### src/calm_pkg.sv
/*
  Shared constants and types for the calibration memory access block.
  Assumes a 125 MHz system clock; all times are converted to cycles here.
*/
package calm_pkg;

  // Register byte offsets
  localparam logic [7:0]  CALM_ACC_OFS     = 8'h64;
  localparam logic [7:0]  CALM_STAT_OFS    = 8'h68;

  // Access register field positions
  localparam int          CALM_DIR_BIT     = 15;
  localparam int          CALM_ADDR_HI     = 14;
  localparam int          CALM_ADDR_LO     = 8;
  localparam int          CALM_WDAT_HI     = 7;

  // Data/status field positions and reset value
  localparam int          CALM_DONE_BIT    = 0;
  localparam int          CALM_BUSY_BIT    = 1;
  localparam int          CALM_RDAT_LO     = 8;
  localparam logic [15:0] CALM_STAT_RST    = 16'h0000;
  localparam logic [15:0] CALM_RD_UNMAP    = 16'h0000;

  // Timing
  localparam int          CALM_CLK_NS      = 8;
  localparam int          CALM_READ_NS     = 2500000;
  localparam int          CALM_WRITE_NS    = 5000000;
  localparam int          CALM_GUARD_NS    = 1000000;
  localparam int          CALM_READ_CYC    = (CALM_READ_NS + CALM_CLK_NS - 1) / CALM_CLK_NS;
  localparam int          CALM_WRITE_CYC   = (CALM_WRITE_NS + CALM_CLK_NS - 1) / CALM_CLK_NS;
  localparam int          CALM_GUARD_CYC   = (CALM_GUARD_NS + CALM_CLK_NS - 1) / CALM_CLK_NS;
  localparam int          CALM_CNT_W       = 20;

  // Memory content layout
  localparam logic [6:0]  CALM_COEF_LAST   = 7'h1F;
  localparam int          CALM_REF_NUM     = 4;
  localparam logic [6:0]  CALM_REF_BASE [CALM_REF_NUM] = '{7'h20, 7'h30, 7'h40, 7'h50};
  localparam logic [6:0]  CALM_REF_LEN     = 7'h08;
  localparam logic [7:0]  CALM_STR_TERM    = 8'h00;

  // Factory write enable code (value is arbitrary)
  localparam logic [15:0] CALM_UNLOCK_CODE = 16'hC0DE;

  typedef enum logic [1:0] {
    CALM_IDLE,
    CALM_READ,
    CALM_WRITE
  } calm_state_e;

  typedef enum logic [2:0] {
    CALM_KIND_NONE,
    CALM_KIND_COEF_MSB,
    CALM_KIND_COEF_LSB,
    CALM_KIND_REF_CHAR,
    CALM_KIND_REF_END
  } calm_kind_e;

endpackage : calm_pkg

### src/calm_ctrl.sv
/*
  Calibration memory access controller: access and data/status registers,
  read and write cycle sequencing, and content-layout decode of each byte read.
  Assumes a register port from the host bus target and a parallel memory
  port whose read data is valid at the end of the read interval.
*/
`timescale 1ns/1ps
module calm_ctrl
  import calm_pkg::*;
#(
  parameter int unsigned READ_CYC  = CALM_READ_CYC,   // Read interval
  parameter int unsigned WRITE_CYC = CALM_WRITE_CYC,  // Write interval
  parameter int unsigned GUARD_CYC = CALM_GUARD_CYC   // Status read access
) (
  input  wire logic        clk_sys_i,     // System clock
  input  wire logic        reset_n_i,     // Hardware reset, active low
  input  wire logic        soft_reset_i,  // Software reset pulse
  input  wire logic        reg_wr_i,      // Register write strobe
  input  wire logic        reg_rd_i,      // Register read strobe
  input  wire logic [7:0]  reg_addr_i,    // Register byte offset
  input  wire logic [15:0] reg_wdata_i,   // Write data
  input  wire logic [1:0]  reg_be_i,      // Byte enables
  output logic      [15:0] reg_rdata_o,   // Read data
  output logic             reg_rvalid_o,  // Read data valid pulse
  input  wire logic [15:0] unlock_code_i, // Factory write enable code
  output logic             mem_rd_o,      // Memory read access active
  output logic             mem_wr_o,      // Memory write access active
  output logic      [6:0]  mem_addr_o,    // Memory address
  output logic      [7:0]  mem_wdata_o,   // Memory write byte
  input  wire logic [7:0]  mem_rdata_i,   // Memory read byte
  output calm_kind_e       read_kind_o,   // Kind of last byte read
  output logic             ref_lead_o,    // Last byte was a leading digit
  output logic      [2:0]  coef_chan_o,   // Address bits 4:2 of last byte read (coefficient channel)
  output logic             coef_gain_o    // Last byte read was a gain coefficient
);

  localparam int CW = CALM_CNT_W;

  calm_state_e      state_q, state_d;
  logic [15:0]      acc_q;
  logic [6:0]       op_addr_q;
  logic [7:0]       op_wdat_q;
  logic [7:0]       data_q;
  logic             done_q;
  logic             busy_q;
  logic [15:0]      rdata_q;
  logic             rvalid_q;
  calm_kind_e       kind_q;
  logic             lead_q;
  logic [2:0]       chan_q;
  logic             gain_q;
  logic             acc_set_q;

  // Register decode; partial-width writes are dropped
  logic acc_wr_w, stat_rd_w, wide_w;
  assign wide_w    = &reg_be_i;
  assign acc_wr_w  = reg_wr_i && wide_w && (reg_addr_i == CALM_ACC_OFS);
  assign stat_rd_w = reg_rd_i && (reg_addr_i == CALM_STAT_OFS);

  // Request decode
  logic req_rd_w, key_ok_w, guard_busy_w, idle_w;
  logic start_w, rd_start_w, wr_start_w;
  assign req_rd_w   = reg_wdata_i[CALM_DIR_BIT];
  assign key_ok_w   = (unlock_code_i == CALM_UNLOCK_CODE);
  assign idle_w     = (state_q == CALM_IDLE);
  assign start_w    = acc_wr_w && idle_w && !guard_busy_w && !soft_reset_i;
  assign rd_start_w = start_w && req_rd_w;
  assign wr_start_w = start_w && !req_rd_w && key_ok_w;

  // Interval timer for read and write cycles
  logic          op_done_w, op_busy_w;
  logic [CW-1:0] op_len_w;
  assign op_len_w = req_rd_w ? CW'(READ_CYC) : CW'(WRITE_CYC);

  calm_timer #(.W(CW)) u_op_timer (
    .clk_sys_i (clk_sys_i),
    .reset_n_i (reset_n_i),
    .start_i   (rd_start_w || wr_start_w),
    .abort_i   (soft_reset_i),
    .len_i     (op_len_w),
    .busy_o    (op_busy_w),
    .done_o    (op_done_w)
  );

  // Access started by each status read; refuses new cycles meanwhile
  calm_timer #(.W(CW)) u_guard_timer (
    .clk_sys_i (clk_sys_i),
    .reset_n_i (reset_n_i),
    .start_i   (stat_rd_w),
    .abort_i   (1'b0),
    .len_i     (CW'(GUARD_CYC)),
    .busy_o    (guard_busy_w),
    .done_o    ()
  );

  // Access register keeps its value through every reset
  always_ff @(posedge clk_sys_i) begin
    if (acc_wr_w) begin
      acc_q <= reg_wdata_i;
    end
  end

  // Marks the access register as loaded, so its hold check never sees power-up junk
  always_ff @(posedge clk_sys_i or negedge reset_n_i) begin
    if (!reset_n_i) begin
      acc_set_q <= 1'b0;
    end else if (acc_wr_w) begin
      acc_set_q <= 1'b1;
    end
  end

  // Cycle sequencing
  always_comb begin
    state_d = state_q;
    unique case (state_q)
      CALM_IDLE: begin
        if (rd_start_w) begin
          state_d = CALM_READ;
        end else if (wr_start_w) begin
          state_d = CALM_WRITE;
        end
      end
      CALM_READ, CALM_WRITE: begin
        if (op_done_w) begin
          state_d = CALM_IDLE;
        end
      end
    endcase
    if (soft_reset_i) begin
      state_d = CALM_IDLE;
    end
  end

  always_ff @(posedge clk_sys_i or negedge reset_n_i) begin
    if (!reset_n_i) begin
      state_q <= CALM_IDLE;
    end else begin
      state_q <= state_d;
    end
  end

  // Latched cycle address and write byte
  always_ff @(posedge clk_sys_i or negedge reset_n_i) begin
    if (!reset_n_i) begin
      op_addr_q <= '0;
      op_wdat_q <= '0;
    end else if (start_w) begin
      op_addr_q <= reg_wdata_i[CALM_ADDR_HI:CALM_ADDR_LO];
      op_wdat_q <= reg_wdata_i[CALM_WDAT_HI:0];
    end
  end

  // Memory port
  assign mem_rd_o    = (state_q == CALM_READ) || guard_busy_w;
  assign mem_wr_o    = (state_q == CALM_WRITE);
  assign mem_addr_o  = op_addr_q;
  assign mem_wdata_o = op_wdat_q;

  // Data/status flags
  always_ff @(posedge clk_sys_i or negedge reset_n_i) begin
    if (!reset_n_i) begin
      data_q <= CALM_STAT_RST[15:CALM_RDAT_LO];
      done_q <= CALM_STAT_RST[CALM_DONE_BIT];
      busy_q <= CALM_STAT_RST[CALM_BUSY_BIT];
    end else if (soft_reset_i) begin
      data_q <= CALM_STAT_RST[15:CALM_RDAT_LO];
      done_q <= CALM_STAT_RST[CALM_DONE_BIT];
      busy_q <= CALM_STAT_RST[CALM_BUSY_BIT];
    end else begin
      if (rd_start_w) begin
        done_q <= 1'b0;
      end else if (op_done_w && state_q == CALM_READ) begin
        data_q <= mem_rdata_i;
        done_q <= 1'b1;
      end
      if (wr_start_w) begin
        busy_q <= 1'b1;
      end else if (op_done_w && state_q == CALM_WRITE) begin
        busy_q <= 1'b0;
      end
    end
  end

  // Status word; bits 7:2 are always zero
  logic [15:0] stat_w;
  assign stat_w = {data_q, 6'h00, busy_q, done_q};

  // Register read data
  always_ff @(posedge clk_sys_i or negedge reset_n_i) begin
    if (!reset_n_i) begin
      rdata_q  <= CALM_RD_UNMAP;
      rvalid_q <= 1'b0;
    end else begin
      rdata_q  <= stat_rd_w ? stat_w : CALM_RD_UNMAP;
      rvalid_q <= reg_rd_i;
    end
  end

  assign reg_rdata_o  = rdata_q;
  assign reg_rvalid_o = rvalid_q;

  // Layout decode of the cycle address: one window per reference string
  logic [CALM_REF_NUM-1:0] ref_hit_w;
  logic [CALM_REF_NUM-1:0] ref_lead_w;
  for (genvar i = 0; i < CALM_REF_NUM; i++) begin : g_ref
    assign ref_hit_w[i]  = 7'(op_addr_q - CALM_REF_BASE[i]) < CALM_REF_LEN;
    assign ref_lead_w[i] = (op_addr_q == CALM_REF_BASE[i]);
  end

  logic       coef_w;
  calm_kind_e kind_w;
  assign coef_w = (op_addr_q <= CALM_COEF_LAST);
  assign kind_w = coef_w ? (op_addr_q[0] ? CALM_KIND_COEF_LSB
                                         : CALM_KIND_COEF_MSB) :
                  !(|ref_hit_w) ? CALM_KIND_NONE :
                  (mem_rdata_i == CALM_STR_TERM) ? CALM_KIND_REF_END
                                                 : CALM_KIND_REF_CHAR;

  // Byte classification, updated as each read completes
  always_ff @(posedge clk_sys_i or negedge reset_n_i) begin
    if (!reset_n_i) begin
      kind_q <= CALM_KIND_NONE;
      lead_q <= 1'b0;
      chan_q <= '0;
      gain_q <= 1'b0;
    end else if (op_done_w && state_q == CALM_READ) begin
      kind_q <= kind_w;
      lead_q <= |ref_lead_w;
      chan_q <= op_addr_q[4:2];
      gain_q <= coef_w && op_addr_q[1];
    end
  end

  assign read_kind_o = kind_q;
  assign ref_lead_o  = lead_q;
  assign coef_chan_o = chan_q;
  assign coef_gain_o = gain_q;
endmodule : calm_ctrl

### src/calm_timer.sv
/*
  Down-counting interval timer: runs for a loaded number of cycles.
  Assumes len_i is at least 1 when start_i pulses.
*/
`timescale 1ns/1ps
module calm_timer #(
  parameter int W = 20
) (
  input  wire logic         clk_sys_i,  // System clock
  input  wire logic         reset_n_i,  // Async reset, active low
  input  wire logic         start_i,    // Load and start
  input  wire logic         abort_i,    // Stop at once
  input  wire logic [W-1:0] len_i,      // Interval in cycles
  output logic              busy_o,     // High while running
  output logic              done_o      // Pulse on the last cycle
);

  logic [W-1:0] cnt_q;
  logic         run_q;

  // Busy while running; done on the last cycle of the interval
  assign busy_o = run_q;
  assign done_o = run_q && (cnt_q == '0) && !abort_i;

  // Counter and run flag
  always_ff @(posedge clk_sys_i or negedge reset_n_i) begin
    if (!reset_n_i) begin
      cnt_q <= '0;
      run_q <= 1'b0;
    end else if (abort_i) begin
      run_q <= 1'b0;
    end else if (start_i) begin
      cnt_q <= len_i - W'(1);
      run_q <= 1'b1;
    end else if (run_q) begin
      cnt_q <= cnt_q - W'(1);
      run_q <= (cnt_q != '0);
    end
  end

endmodule : calm_timer

### config.mk
export PLATFORM = sky130hd
export DESIGN_NAME = calm_ctrl
export DESIGN_NICKNAME = d
export VERILOG_FILES = /design/src/calm_pkg.sv /design/src/calm_ctrl.sv /design/src/calm_timer.sv
export SDC_FILE = /design/constraint.sdc
export NUM_CORES = 1
export LEC_CHECK = 0
export BUFFER_PORTS_ARGS = -buffer_cell sky130_fd_sc_hd__buf_2
export CAP_MARGIN = 5
export CORE_MARGIN = 4
export CORE_UTILIZATION = 55
export CTS_BUF_LIST = sky130_fd_sc_hd__clkbuf_8 sky130_fd_sc_hd__clkbuf_16
export CTS_CLUSTER_SIZE = 25
export DETAILED_ROUTE_END_ITERATION = 6
export GPL_TIMING_DRIVEN = 0
export HOLD_SLACK_MARGIN = 0.05
export PLACE_DENSITY = 0.79
export SETUP_SLACK_MARGIN = 0.2
export SYNTH_ARGS = -nofsm -noshare
export SYNTH_HDL_FRONTEND = slang
export SYNTH_SLANG_ARGS = --single-unit
### constraint.sdc
create_clock -name clk_sys_i -period 3.8 [get_ports clk_sys_i]
set_input_delay 0.19 -clock clk_sys_i [delete_from_list [all_inputs] [get_ports clk_sys_i]]
set_output_delay 0.19 -clock clk_sys_i [all_outputs]
set_load 0.005 [all_outputs]
==> results of run 1 <==
## repair_timing
| item | 4_1_cts | 5_1_grt |
|---|---|---|
| pin swaps | 1 | 1 |
| endpoints found under the hold margin | 42 | 2 |
| buffers inserted | 1 | 2 |
| gates resized for setup | 1 | 2 |
| setup endpoints to repair | 4 | 1 |
| hold buffers | 10 | 2 |
## cells in the final DEF (no fill, tap or decap), types with 3 or more instances in the layout
master         count
nand3b_1           4
or2_2              3
o31ai_1            3
dfrtp_1           88
o211ai_1           3
nand2_1           39
o21a_1             4
xor2_1             6
mux2_2            24
nand4_1            4
a21oi_1           14
o21ai_0           13
and3_1             4
clkbuf_1          11
nor2_1            38
or3_1              8
and2_1            11
a31oi_1            6
ha_1               9
nand2b_1           4
dlygate4sd3_1     12
nor4b_1            3
nor4_1             9
or4_1              9
nor3_1            14
nand3_1           12
nor2b_1           10
clkbuf_8           9
conb_1             6
buf_2             89
xnor2_1           17
inv_1             16
o22ai_1            3
buf_4             10
## kinds of logic after synthesis
| logic type | after synthesis |
|---|---|
| XOR/XNOR | 23 |
| multiplexers | 26 |
| adder cells (fa/ha/maj) | 9 |
| other | 1 |
| buffers and inverters | 37 |
| AO/OA/AOI/OAI | 62 |
| AND/OR/NAND/NOR | 193 |
| flip-flops | 88 |
## path summary, 6_finish.rpt
| kind | endpoint | slack [ns] | from | cells past startpoint |
|---|---|---|---|---|
| worst max-delay path | u_op_timer.cnt_q[14]$_DFFE_PN0P_ | 0.52 | state_q[1]$_DFFE_PN0P_ | 13 |
| worst min-delay path | mem_wdata_o[5]$_DFFE_PN0N_ | 0.06 | reg_wdata_i[5] | 2 |
| worst max register to register | u_op_timer.cnt_q[14]$_DFFE_PN0P_ | 0.52 | state_q[1]$_DFFE_PN0P_ | 13 |
| worst min register to register | reg_rdata_o[12]$_DFF_PN0_ | 0.48 | data_q[4]$_DFFE_PN0P_ | 1 |
| max in group asynchronous | mem_wdata_o[5]$_DFFE_PN0N_ | 2.87 | reset_n_i | 3 |
| min in group asynchronous | u_guard_timer.cnt_q[13]$_DFFE_PN0P_ | 0.31 | reset_n_i | 2 |
## flip-flops by register name (all words and copies together) (netlist names), 2 cells and up
signal / cells
u_guard_timer.cnt_q: 20
mem_addr_o: 7
coef_chan_o: 3
mem_wdata_o: 8
read_kind_o: 3
data_q: 8
u_op_timer.cnt_q: 20
state_q: 2
reg_rdata_o: 10
## area by class of cell
type	count	area share, %
Sequential cell	88	39.7
Multi-Input combinational cell	319	39.6
Timing Repair Buffer	106	11.2
Tap cell	102	2.30
Clock buffer	9	2.24
Buffer	21	1.99
Clock inverter	7	1.83
Inverter	16	1.08
## routing by layer
metal	GRT usage, %	vias up	part of all wire [%]
met2	38.7	162	49
met5	0	-	0
met4	6.20	0	1.4
li1	-	1795	-
met3	7.01	18	8.3
met1	30.9	1868	41
## through the flow
stage | cells | hold WS, ns | power [mW]
6_report | 668 | 0.0579 | 2.06
5_1_grt | 668 | 0.0555 | 2.16
4_1_cts | 664 | 0.0510 | 2.06
3_5_place_dp | 637 | 0.174 | 1.32
3_3_place_gp | 636 | 0.315 | 1.30
2_1_floorplan | 444 | -0.106 | 1.21
## cells in the mapped netlist, types with 2 or more instances
| cell type | number |
|---|---|
| a211o_1 | 2 |
| buf_1 | 2 |
| xnor2_1 | 17 |
| inv_1 | 16 |
| or4_1 | 9 |
| o211ai_1 | 3 |
| and2_1 | 11 |
| o21a_1 | 4 |
| o31ai_1 | 3 |
| nor4_4 | 2 |
| or2_2 | 3 |
| nand2b_1 | 4 |
| mux2_2 | 24 |
| dfrtp_1 | 88 |
| buf_4 | 6 |
| or3_1 | 8 |
| nor4_1 | 9 |
| nand2_1 | 39 |
| and4b_1 | 2 |
| nand3b_1 | 4 |
| clkbuf_1 | 12 |
| mux2i_1 | 2 |
| xor2_1 | 6 |
| ha_1 | 9 |
| nand3_1 | 12 |
| and4_1 | 2 |
| a21oi_1 | 14 |
| a31oi_1 | 6 |
| nor2_1 | 38 |
| nor2b_1 | 10 |
| o21ai_0 | 13 |
| and3_1 | 4 |
| nor3_1 | 14 |
| o22ai_1 | 3 |
| or4_4 | 2 |
| nand4_1 | 4 |
| nor4b_1 | 3 |
## worst max-delay path: stages, from the launching register on
cell      delay [ns]
dfrtp_1         0.46
inv_1           0.11
ha_1            0.26
and4bb_1        0.30
nand4_4         0.19
nor2_4          0.23
nor2_1          0.17
nand2_1         0.11
ha_1            0.14
clkbuf_2        0.20
nand3_1         0.12
or4_1           0.44
o41a_1          0.33
o21a_1          0.11
## power groups by stage
stage / logic (mW) / clock network [mW] / registers [mW]
2_1_floorplan: 0.169 / 0 / 1.04
6_report: 0.282 / 0.741 / 1.04
4_1_cts: 0.277 / 0.748 / 1.04
3_5_place_dp: 0.266 / 0 / 1.05
3_3_place_gp: 0.248 / 0 / 1.05
5_1_grt: 0.317 / 0.800 / 1.05
==> out/qor.csv, run 1 <==
metric,value,unit
status,finished clean,
ioPinCount,97,
drcViolationCount,0,
numCtsBuffers,9,
synth_ff_type,dfrtp_1,
yosysWarnings,0,
placed_area,5170,µm²
slew_violations,0,
grt_pass1_vias,3800,
fillers,584,
antenna_left,0,
num_vias,3843,
start_kind,flop,
synth.distinct_cells,66,
totalWireLength,11500,µm
die_x,98.9,µm
fin_crit,3.28,ns
multi_input_area,2190,µm²
finalHoldViolCount,0,
drt-pass1-iter-count,5,
cts_buffer_depth,2,
start_util,57.6,%
min_path_type,in2reg,
final_nets,625,
grt_pass1_wl,18500,µm
synth-seq-cells,88,
syn_area,4540,µm²
drv_cap,0,
critPathCaptureType,flop,
cts_tree,done,
cts_sinks,88,
num_antenna_cells,0,
path_clk_slew,0.10,ns
comb_power_share,13.7,%
die_h,98.9,µm
swShare,27.8,%
setup_violations,0,
synthMuxAreaShare,6.39,%
synth_enable_flop_cells,0,
grtUsageTotal,23.7,%
clk_latency,0.37,ns
synth_compound_area_share,9.29,%
regArea,2200,µm²
detailed_place_hpwl,8040,µm
layout_setup_ws,0.516,ns
ys_seq_area_share,48.5,%
synth_area_leaders,"dfrtp_1 (49%), mux2_2 (6.0%), xnor2_1 (3.3%), nand2_1 (3.2%), nor2_1 (3.1%)",
rsz0062_at_grt,no,
leakagePower,2.70,nW
overflow,0,
crit_required,4.07,ns
core-area,7890,µm²
netlist.area_leader.share,48.5,%
synth_top_family_by_area,simple AND/OR/NAND/NOR gates,
critical_path_arrival,3.55,ns
cts-root-buf,clkbuf_8,
area_growth,22.1,%
slew_headroom,56.1,%
rows,32,
path_class,reg2reg,
final.setup_skew,0.0113,ns
synthAdderAreaFrac,2.48,%
gp_congestion,0.921,
max_freq,0.304,GHz
grt_start_max_net_pins,56,
pre_cts_ws,-0.127,ns
power_density,372,nW/µm²
design_area,5540,µm²
antenna_found_initial,0,
yosys.area.top_type,dfrtp_1,
crit_fanout,9,
timing.final.crit_share,86.4,%
final_util,70.2,%
power_switching,573,µW
seq_power_share,50.4,%
synth-simple-area-share,25.1,%
synth-async-reset-ratio,100,%
power.internal,1.49,mW
dieArea,9770,µm²
tightest_slew,0.657,ns
cts_htree_levels,3,
first_iter_violations,256,
drive_gt1_share,27.9,%
postSynthAreaPerCell,10.3,µm²
viasPerCell,5.75,
ir_drop,276,µV
wl_per_cell,17.1,µm
syn_inst,439,
synth_xor_area_share,4.44,%
clockPowerShare,36.0,%
setup-tns-final,0,ns
port_buffers,90,
No activity file was read; power rests on OpenSTA's default activity.
==> run 2: changes to the inputs <==
--- a/config.mk
+++ b/config.mk
@@ -8,13 +8,13 @@
 export BUFFER_PORTS_ARGS = -buffer_cell sky130_fd_sc_hd__buf_2
 export CAP_MARGIN = 5
 export CORE_MARGIN = 4
-export CORE_UTILIZATION = 55
+export CORE_UTILIZATION = 59
 export CTS_BUF_LIST = sky130_fd_sc_hd__clkbuf_8 sky130_fd_sc_hd__clkbuf_16
 export CTS_CLUSTER_SIZE = 25
 export DETAILED_ROUTE_END_ITERATION = 6
 export GPL_TIMING_DRIVEN = 0
 export HOLD_SLACK_MARGIN = 0.05
-export PLACE_DENSITY = 0.79
+export PLACE_DENSITY = 0.84
 export SETUP_SLACK_MARGIN = 0.2
 export SYNTH_ARGS = -nofsm -noshare
 export SYNTH_HDL_FRONTEND = slang
==> constraint.sdc (replaced) <==
create_clock -name clk_sys_i -period 3.87 [get_ports clk_sys_i]
set_input_delay 0.1935 -clock clk_sys_i [delete_from_list [all_inputs] [get_ports clk_sys_i]]
set_output_delay 0.1935 -clock clk_sys_i [all_outputs]
set_load 0.005 [all_outputs]
==> run 2 against run 1 <==
Effect of this change: non-clock buffer count down 12; first-iteration DRC count up 1.2%; via count down 1.5%; critical path depth unchanged; utilization up 3.2 points; die area down 6.2%; sequential share of layout area up 0.97 points; power down 4.3%; setup slack worse by 0.059 ns; count of clock-buffer cells in the layout unchanged; largest cell class unchanged.
==> out/qor.csv, run 2 (same netlist as run 1, synthesis figures left out) <==
metric,value,unit,change
rows,31,,-3.1%
rr_startpoint,state_q[1]$_DFFE_PN0P_,,
totalWireLength,10800,µm,-5.3%
cts_htree_levels,3,,unchanged
ir_drop,214,µV,-23%
die_h,95.7,µm,-3.2%
rr_worst_depth,13,,unchanged
grtUsageMet2,39.7,%,+1.0 points
fillers,543,,-7.0%
power_density,365,nW/µm²,-2.0%
design_area,5410,µm²,-2.4%
dieArea,9160,µm²,-6.2%
cp_common_cell,ha_1,,
num_vias,3785,,-1.5%
hold_end,mem_wdata_o[0]$_DFFE_PN0N_,,
tightest_slew,0.693,ns,+0.0360 ns
cts_sinks,88,,unchanged
hp-start,reg_wdata_i[0],,
critPathCaptureType,flop,,
rsz0062_at_grt,no,,
area_growth,19.2,%,
crit_family,simple AND/OR/NAND/NOR gates,,
r2r_end,u_op_timer.cnt_q[14]$_DFFE_PN0P_,,
path_clk_slew,0.09,ns,about the same
slew_headroom,53.4,%,-2.6 points
final_nets,613,,-1.9%
cts_tree,done,,
multi_input_area,2190,µm²,unchanged
final.setup_skew,0.0162,ns,+0.00485 ns
final_cell_mix,"buf_2 (89), dfrtp_1 (88), nand2_1 (39), nor2_1 (38), mux2_2 (24)",,
drive_gt1_share,27.8,%,-0.12 points
timing.final.crit_share,88.2,%,+1.8 points
drcViolationCount,0,,unchanged
wl_per_cell,16.6,µm,-3.1%
gp_congestion,0.935,,+1.5%
antenna_left,0,,unchanged
fin_crit,3.41,ns,+0.129 ns
critical_path_arrival,3.67,ns,+0.12 ns
drt-pass1-iter-count,5,,unchanged
first_iter_violations,259,,+1.2%
detailed_place_hpwl,7860,µm,-2.2%
path_cells,inv_1 > ha_1 > and4bb_1 > nand4_4 > nor2_4 > nor2_1 > nand2_1 > ha_1 > clkbuf_2 > nand3_1 > or4_1 > o41a_1 > o21a_1,,
use_met3,4.46,%,-2.5 points
ioPinCount,97,,unchanged
path_class,reg2reg,,
grtUsageTotal,25.0,%,+1.4 points
port_buffers,90,,unchanged
reg2reg_setup_slack,0.46,ns,-0.06 ns
holdPathStages,2,,unchanged
cts-root-buf,clkbuf_8,,
min_path_type,in2reg,,
busiest_layer,met2,,
crit_required,4.12,ns,+0.05 ns
numCtsBuffers,9,,unchanged
grt_pass1_vias,3753,,-1.2%
finalPower,1.97,mW,-4.3%
status,finished clean,,
crit_slowest_cell,or4_1,,
start_kind,flop,,
max_freq,0.293,GHz,-3.8%
crit_fanout,9,,unchanged
max_stage_delay,0.46,ns,about the same
place_inst,634,,-0.47%
stdcell_count,653,,-2.2%
num_antenna_cells,0,,unchanged
finalHoldViolCount,0,,unchanged
use_met1,34.4,%,+3.5 points
cts_buffer_depth,2,,unchanged
overflow,0,,unchanged
drv_cap,0,,unchanged
final_common_cell,buf_2,,
grt_start_max_net_pins,57,,+1.8%
clk_latency,0.36,ns,about the same
viasPerCell,5.80,,+0.75%
setup_violations,0,,unchanged
crit_buf_inv,2,,unchanged
die_x,95.7,µm,-3.2%
regArea,2200,µm²,unchanged
grt_pass1_wl,17700,µm,-4.5%
core-area,7370,µm²,-6.6%
placed_area,5160,µm²,about the same
setup-tns-final,0,ns,unchanged
leakagePower,2.65,nW,-1.9%
start_util,61.6,%,+4.0 points
slew_violations,0,,unchanged
antenna_found_initial,0,,unchanged
==> run 2: changes by cell type in the layout (fill, tap and decap cells not counted), sizes merged <==
cell | previous run | this run
clkinv | 1 | 2
buf | 103 | 101
inv | 19 | 18
dlygate4sd3 | 12 | 2
==> run 2: timing repair <==
| action | in CTS | in global routing |
|---|---|---|
| endpoints found under the hold margin | 33 | 0 |
| resized for setup | 1 | 2 |
| pin swaps | 1 | 0 |
| endpoints found under the setup margin | 1 | 1 |
| buffers inserted | 1 | 0 |
| hold buffers | 2 | 0 |
==> run 2: per-stage QoR <==
stage,hold slack [ns],worst slack [ns],utilization [%]
finish,0.0591,0.456,73.4
global route,0.0550,0.298,73.4
CTS,0.0537,0.370,73.4
detailed placement,0.163,0.0219,70.1
global placement,0.341,0.0433,69.6
floorplan,-0.102,0.647,-
==> run 2: worst register-to-register path, cell delays in order (launching register included) <==
cell      delay (ns)
dfrtp_1         0.43
inv_1           0.10
ha_1            0.25
and4bb_1        0.33
nand4_4         0.21
nor2_4          0.33
nor2_1          0.22
nand2_1         0.12
ha_1            0.15
clkbuf_2        0.20
nand3_1         0.11
or4_1           0.46
o41a_1          0.33
o21a_1          0.10
==> run 2: worst max-delay path by stage <==
stage	start	to	slack, ns	cells after the start
3_3_place_gp	state_q[1]$_DFFE_PN0P_	u_op_timer.cnt_q[14]$_DFFE_PN0P_	0.04	13
6_report	state_q[1]$_DFFE_PN0P_	u_op_timer.cnt_q[14]$_DFFE_PN0P_	0.46	13
5_1_grt	state_q[1]$_DFFE_PN0P_	u_op_timer.cnt_q[14]$_DFFE_PN0P_	0.30	13
2_1_floorplan	state_q[1]$_DFFE_PN0P_	u_op_timer.cnt_q[14]$_DFFE_PN0P_	0.65	13
3_5_place_dp	state_q[1]$_DFFE_PN0P_	u_op_timer.cnt_q[14]$_DFFE_PN0P_	0.02	13
4_1_cts	state_q[1]$_DFFE_PN0P_	u_op_timer.cnt_q[14]$_DFFE_PN0P_	0.37	13
==> run 2: report_power, final <==
| part | internal [mW] | leakage (nW) | switching, mW |
|---|---|---|---|
| logic | 0.117 | 1.41 | 0.144 |
| clock network | 0.359 | 0.112 | 0.335 |
| registers | 0.967 | 1.13 | 0.0505 |
| total | 1.44 | 2.65 | 0.530 |
==> run 2: area by class of cell <==
cell class	count	area share, %
sequential	88	40.7
clock buffer	9	2.29
clock inverter	7	1.64
tap	99	2.29
inverter	16	1.11
multi-input combinational	319	40.5
timing repair buffer	94	9.39
buffer	21	2.04
==> run 2: per-layer routing <==
| layer | wire length, µm | vias up |
|---|---|---|
| li1 | - | 1779 |
| met4 | 202 | 0 |
| met1 | 4540 | 1816 |
| met5 | 0 | - |
| met3 | 853 | 24 |
| met2 | 5250 | 166 |
==> run 3: changes to the inputs <==
--- a/config.mk
+++ b/config.mk
@@ -5,17 +5,20 @@
 export SDC_FILE = /design/constraint.sdc
 export NUM_CORES = 1
 export LEC_CHECK = 0
+export ABC_AREA = 1
 export BUFFER_PORTS_ARGS = -buffer_cell sky130_fd_sc_hd__buf_2
 export CAP_MARGIN = 5
 export CORE_MARGIN = 4
-export CORE_UTILIZATION = 59
+export CORE_UTILIZATION = 60
 export CTS_BUF_LIST = sky130_fd_sc_hd__clkbuf_8 sky130_fd_sc_hd__clkbuf_16
 export CTS_CLUSTER_SIZE = 25
 export DETAILED_ROUTE_END_ITERATION = 6
 export GPL_TIMING_DRIVEN = 0
 export HOLD_SLACK_MARGIN = 0.05
-export PLACE_DENSITY = 0.84
+export PLACE_DENSITY = 0.85
+export RECOVER_POWER = 50
 export SETUP_SLACK_MARGIN = 0.2
+export SKIP_CTS_REPAIR_TIMING = 1
 export SYNTH_ARGS = -nofsm -noshare
 export SYNTH_HDL_FRONTEND = slang
 export SYNTH_SLANG_ARGS = --single-unit
==> run 3 against run 2 <==
Effect of this change: the run now ends with capacitance limit, slew limit left; sequential power is essentially flat; count of clock-buffer cells in the layout is 1 higher; critical path depth is 6 higher; synthesized area up 5.2%; first-iteration DRC count down 4.6%; combinational power increased by 7%; critical endpoint is now u_op_timer.cnt_q[16]$_DFFE_PN0P_; highest routed layer unchanged.
==> out/qor.csv, run 3 <==
metric,value,unit,change
die_h,97.2,µm,+1.6%
cts_buffer_depth,2,,unchanged
drt-pass1-iter-count,4,,-1
syn_area,4780,µm²,+5.2%
leakagePower,2.91,nW,+10%
slew_violations,31,,+31
setup_violations,0,,unchanged
detailed_place_hpwl,8940,µm,+14%
num_antenna_cells,0,,unchanged
antenna_found_initial,0,,unchanged
drcViolationCount,0,,unchanged
max_freq,0.348,GHz,+19%
crit_required,4.16,ns,+0.04 ns
postSynthAreaPerCell,7.92,µm²,-23%
clk_latency,0.36,ns,about the same
busiest_layer,met2,,
start_util,61.8,%,+0.21 points
drive_gt1_share,20.5,%,-7.3 points
yosys.area.top_type,dfrtp_1,,
wl_per_cell,14.3,µm,-14%
start_kind,flop,,
numCtsBuffers,9,,unchanged
crit_fanout,9,,unchanged
final_cell_mix,"nand2_1 (127), dfrtp_1 (88), buf_2 (84), inv_1 (83), nor2_1 (77)",,
grt_start_max_net_pins,59,,+3.5%
fin_crit,2.87,ns,-0.543 ns
totalWireLength,11800,µm,+8.7%
synth-async-reset-ratio,100,%,unchanged
tightest_slew,1.86,ns,+1.17 ns
final_nets,781,,+27%
use_met3,4.59,%,+0.14 points
finalPower,1.94,mW,-1.8%
min_path_type,in2reg,,
ir_drop,194,µV,-9.2%
ys_seq_area_share,46.1,%,-2.4 points
gp_congestion,0.936,,+0.19%
use_met1,34.2,%,-0.18 points
slew_headroom,-24.3,%,-78 points
violations,"capacitance limit, slew limit",,
core-area,7730,µm²,+4.9%
cts_htree_levels,3,,unchanged
viasPerCell,5.30,,-8.6%
port_buffers,90,,unchanged
yosysMostFrequentCell,nand2_1,,
area_growth,18.4,%,
grtUsageTotal,25.4,%,+0.37 points
final_common_cell,nand2_1,,
critPathCaptureType,flop,,
path_class,reg2reg,,
timing.final.crit_share,74.2,%,-14 points
synth_enable_flop_cells,0,,unchanged
grt_pass1_wl,19900,µm,+12%
rsz0062_at_grt,no,,
critical_path_arrival,3.16,ns,-0.51 ns
syn_inst,603,,+37%
setup-tns-final,0,ns,unchanged
final.setup_skew,0.0111,ns,-0.00508 ns
ioPinCount,97,,unchanged
cts_tree,done,,
synth-seq-cells,88,,unchanged
netlist.area_leader.share,46.1,%,-2.4 points
cts_sinks,88,,unchanged
cts-root-buf,clkbuf_8,,
first_iter_violations,247,,-4.6%
ys_top_cells_by_count,"nand2_1 (127), dfrtp_1 (88), inv_1 (82)",,
dieArea,9450,µm²,+3.2%
path_clk_slew,0.09,ns,about the same
synth_area_leaders,"dfrtp_1 (46%), nand2_1 (10%), inv_1 (6.4%), nor2_1 (6.1%), o21ai_0 (4.4%)",,
rows,32,,+3.2%
grt_pass1_vias,4250,,+13%
num_vias,4360,,+15%
finalHoldViolCount,0,,unchanged
yosysWarnings,0,,unchanged
synth_ff_type,dfrtp_1,,
die_x,97.2,µm,+1.6%
overflow,0,,unchanged
drv_cap,1,,+1
antenna_left,0,,unchanged
synth.distinct_cells,42,,-36%
grtUsageMet2,42.4,%,+2.7 points
power_density,343,nW/µm²,-6.1%
status,"complete, but fails checks",,
hold_ws,0.0366,ns,-0.0225 ns
-- run 3: changes by cell type after synthesis, moves of 10 or more --
cell / previous run / this run
nand2_1: 39 / 127
inv_1: 16 / 82
nor2_1: 38 / 77
o21ai_0: 13 / 42
mux2_2: 24 / 0
nand3_1: 12 / 33
and2_1: 11 / 0
nor2b_1: 10 / 0
-- run 3: stage by stage --
step / utilization, % / std cells / cell area, µm² / setup WS [ns]
after floorplan: - / 608 / 4790 / 1.58
after global placement: 69.5 / 800 / 5370 / 1.13
after detailed placement: 69.9 / 801 / 5400 / 1.06
after CTS: 72.4 / 816 / 5600 / 1.02
after global routing: 73.2 / 823 / 5650 / 0.771
final: 73.2 / 823 / 5650 / 0.999
-- run 3: area by class of cell --
cell class	count	area [µm²]
tap	102	128
timing repair buffer	98	537
clock buffer	10	138
buffer	17	113
sequential	88	2200
multi-input combinational	416	2150
fill	596	2070
clock inverter	5	56.3
inverter	87	329
-- run 3: cells by family after synthesis --
family,Yosys count,synth area share [%]
multiplexers,1,0.210
flip-flops,88,46.1
XOR/XNOR,14,2.57
AO/OA/AOI/OAI,83,9.51
adder cells (fa/ha/maj),9,2.36
buffers and inverters,104,9.25
AND/OR/NAND/NOR,303,29.9
other,1,0.0785
-- run 3: worst max-delay path, stage by stage (launching register included) --
cell	delay, ns
dfrtp_1	0.42
inv_1	0.09
ha_1	0.19
nand3_2	0.11
nor2_4	0.22
nand2_4	0.13
inv_4	0.11
nand2_4	0.10
nand2_2	0.12
inv_2	0.09
nand2_1	0.09
ha_1	0.22
inv_1	0.12
nor2_2	0.21
nand2_2	0.14
nor2_4	0.15
nand2_1	0.07
nand3_1	0.07
nand3_1	0.07
nand2_1	0.07
-- run 3: power by group --
group	switching (mW)	internal, mW	total [mW]
clock	0.329	0.314	0.643
combinational	0.164	0.116	0.280
sequential	0.0473	0.966	1.01
total	0.540	1.40	1.94
-- run 3: path summary, 6_finish.rpt --
check,from,to,depth (start not counted),slack (ns)
setup / recovery,state_q[1]$_DFFE_PN0P_,u_op_timer.cnt_q[16]$_DFFE_PN0P_,19,1.0
hold / removal,reg_wdata_i[7],mem_wdata_o[7]$_DFFE_PN0N_,3,0.04
setup reg to reg,state_q[1]$_DFFE_PN0P_,u_op_timer.cnt_q[16]$_DFFE_PN0P_,19,1.0
hold reg to reg,u_guard_timer.cnt_q[4]$_DFFE_PN0P_,u_guard_timer.cnt_q[4]$_DFFE_PN0P_,1,0.48
max in group asynchronous,reset_n_i,u_op_timer.cnt_q[17]$_DFFE_PN0P_,2,1.90
min in group asynchronous,reset_n_i,reg_rdata_o[14]$_DFF_PN0_,2,0.88
-- run 3: routing by layer --
| metal | share of wire [%] | up-vias |
|---|---|---|
| li1 | - | 2145 |
| met5 | 0 | - |
| met2 | 49 | 142 |
| met4 | 1.5 | 0 |
| met3 | 6.0 | 20 |
| met1 | 44 | 2053 |
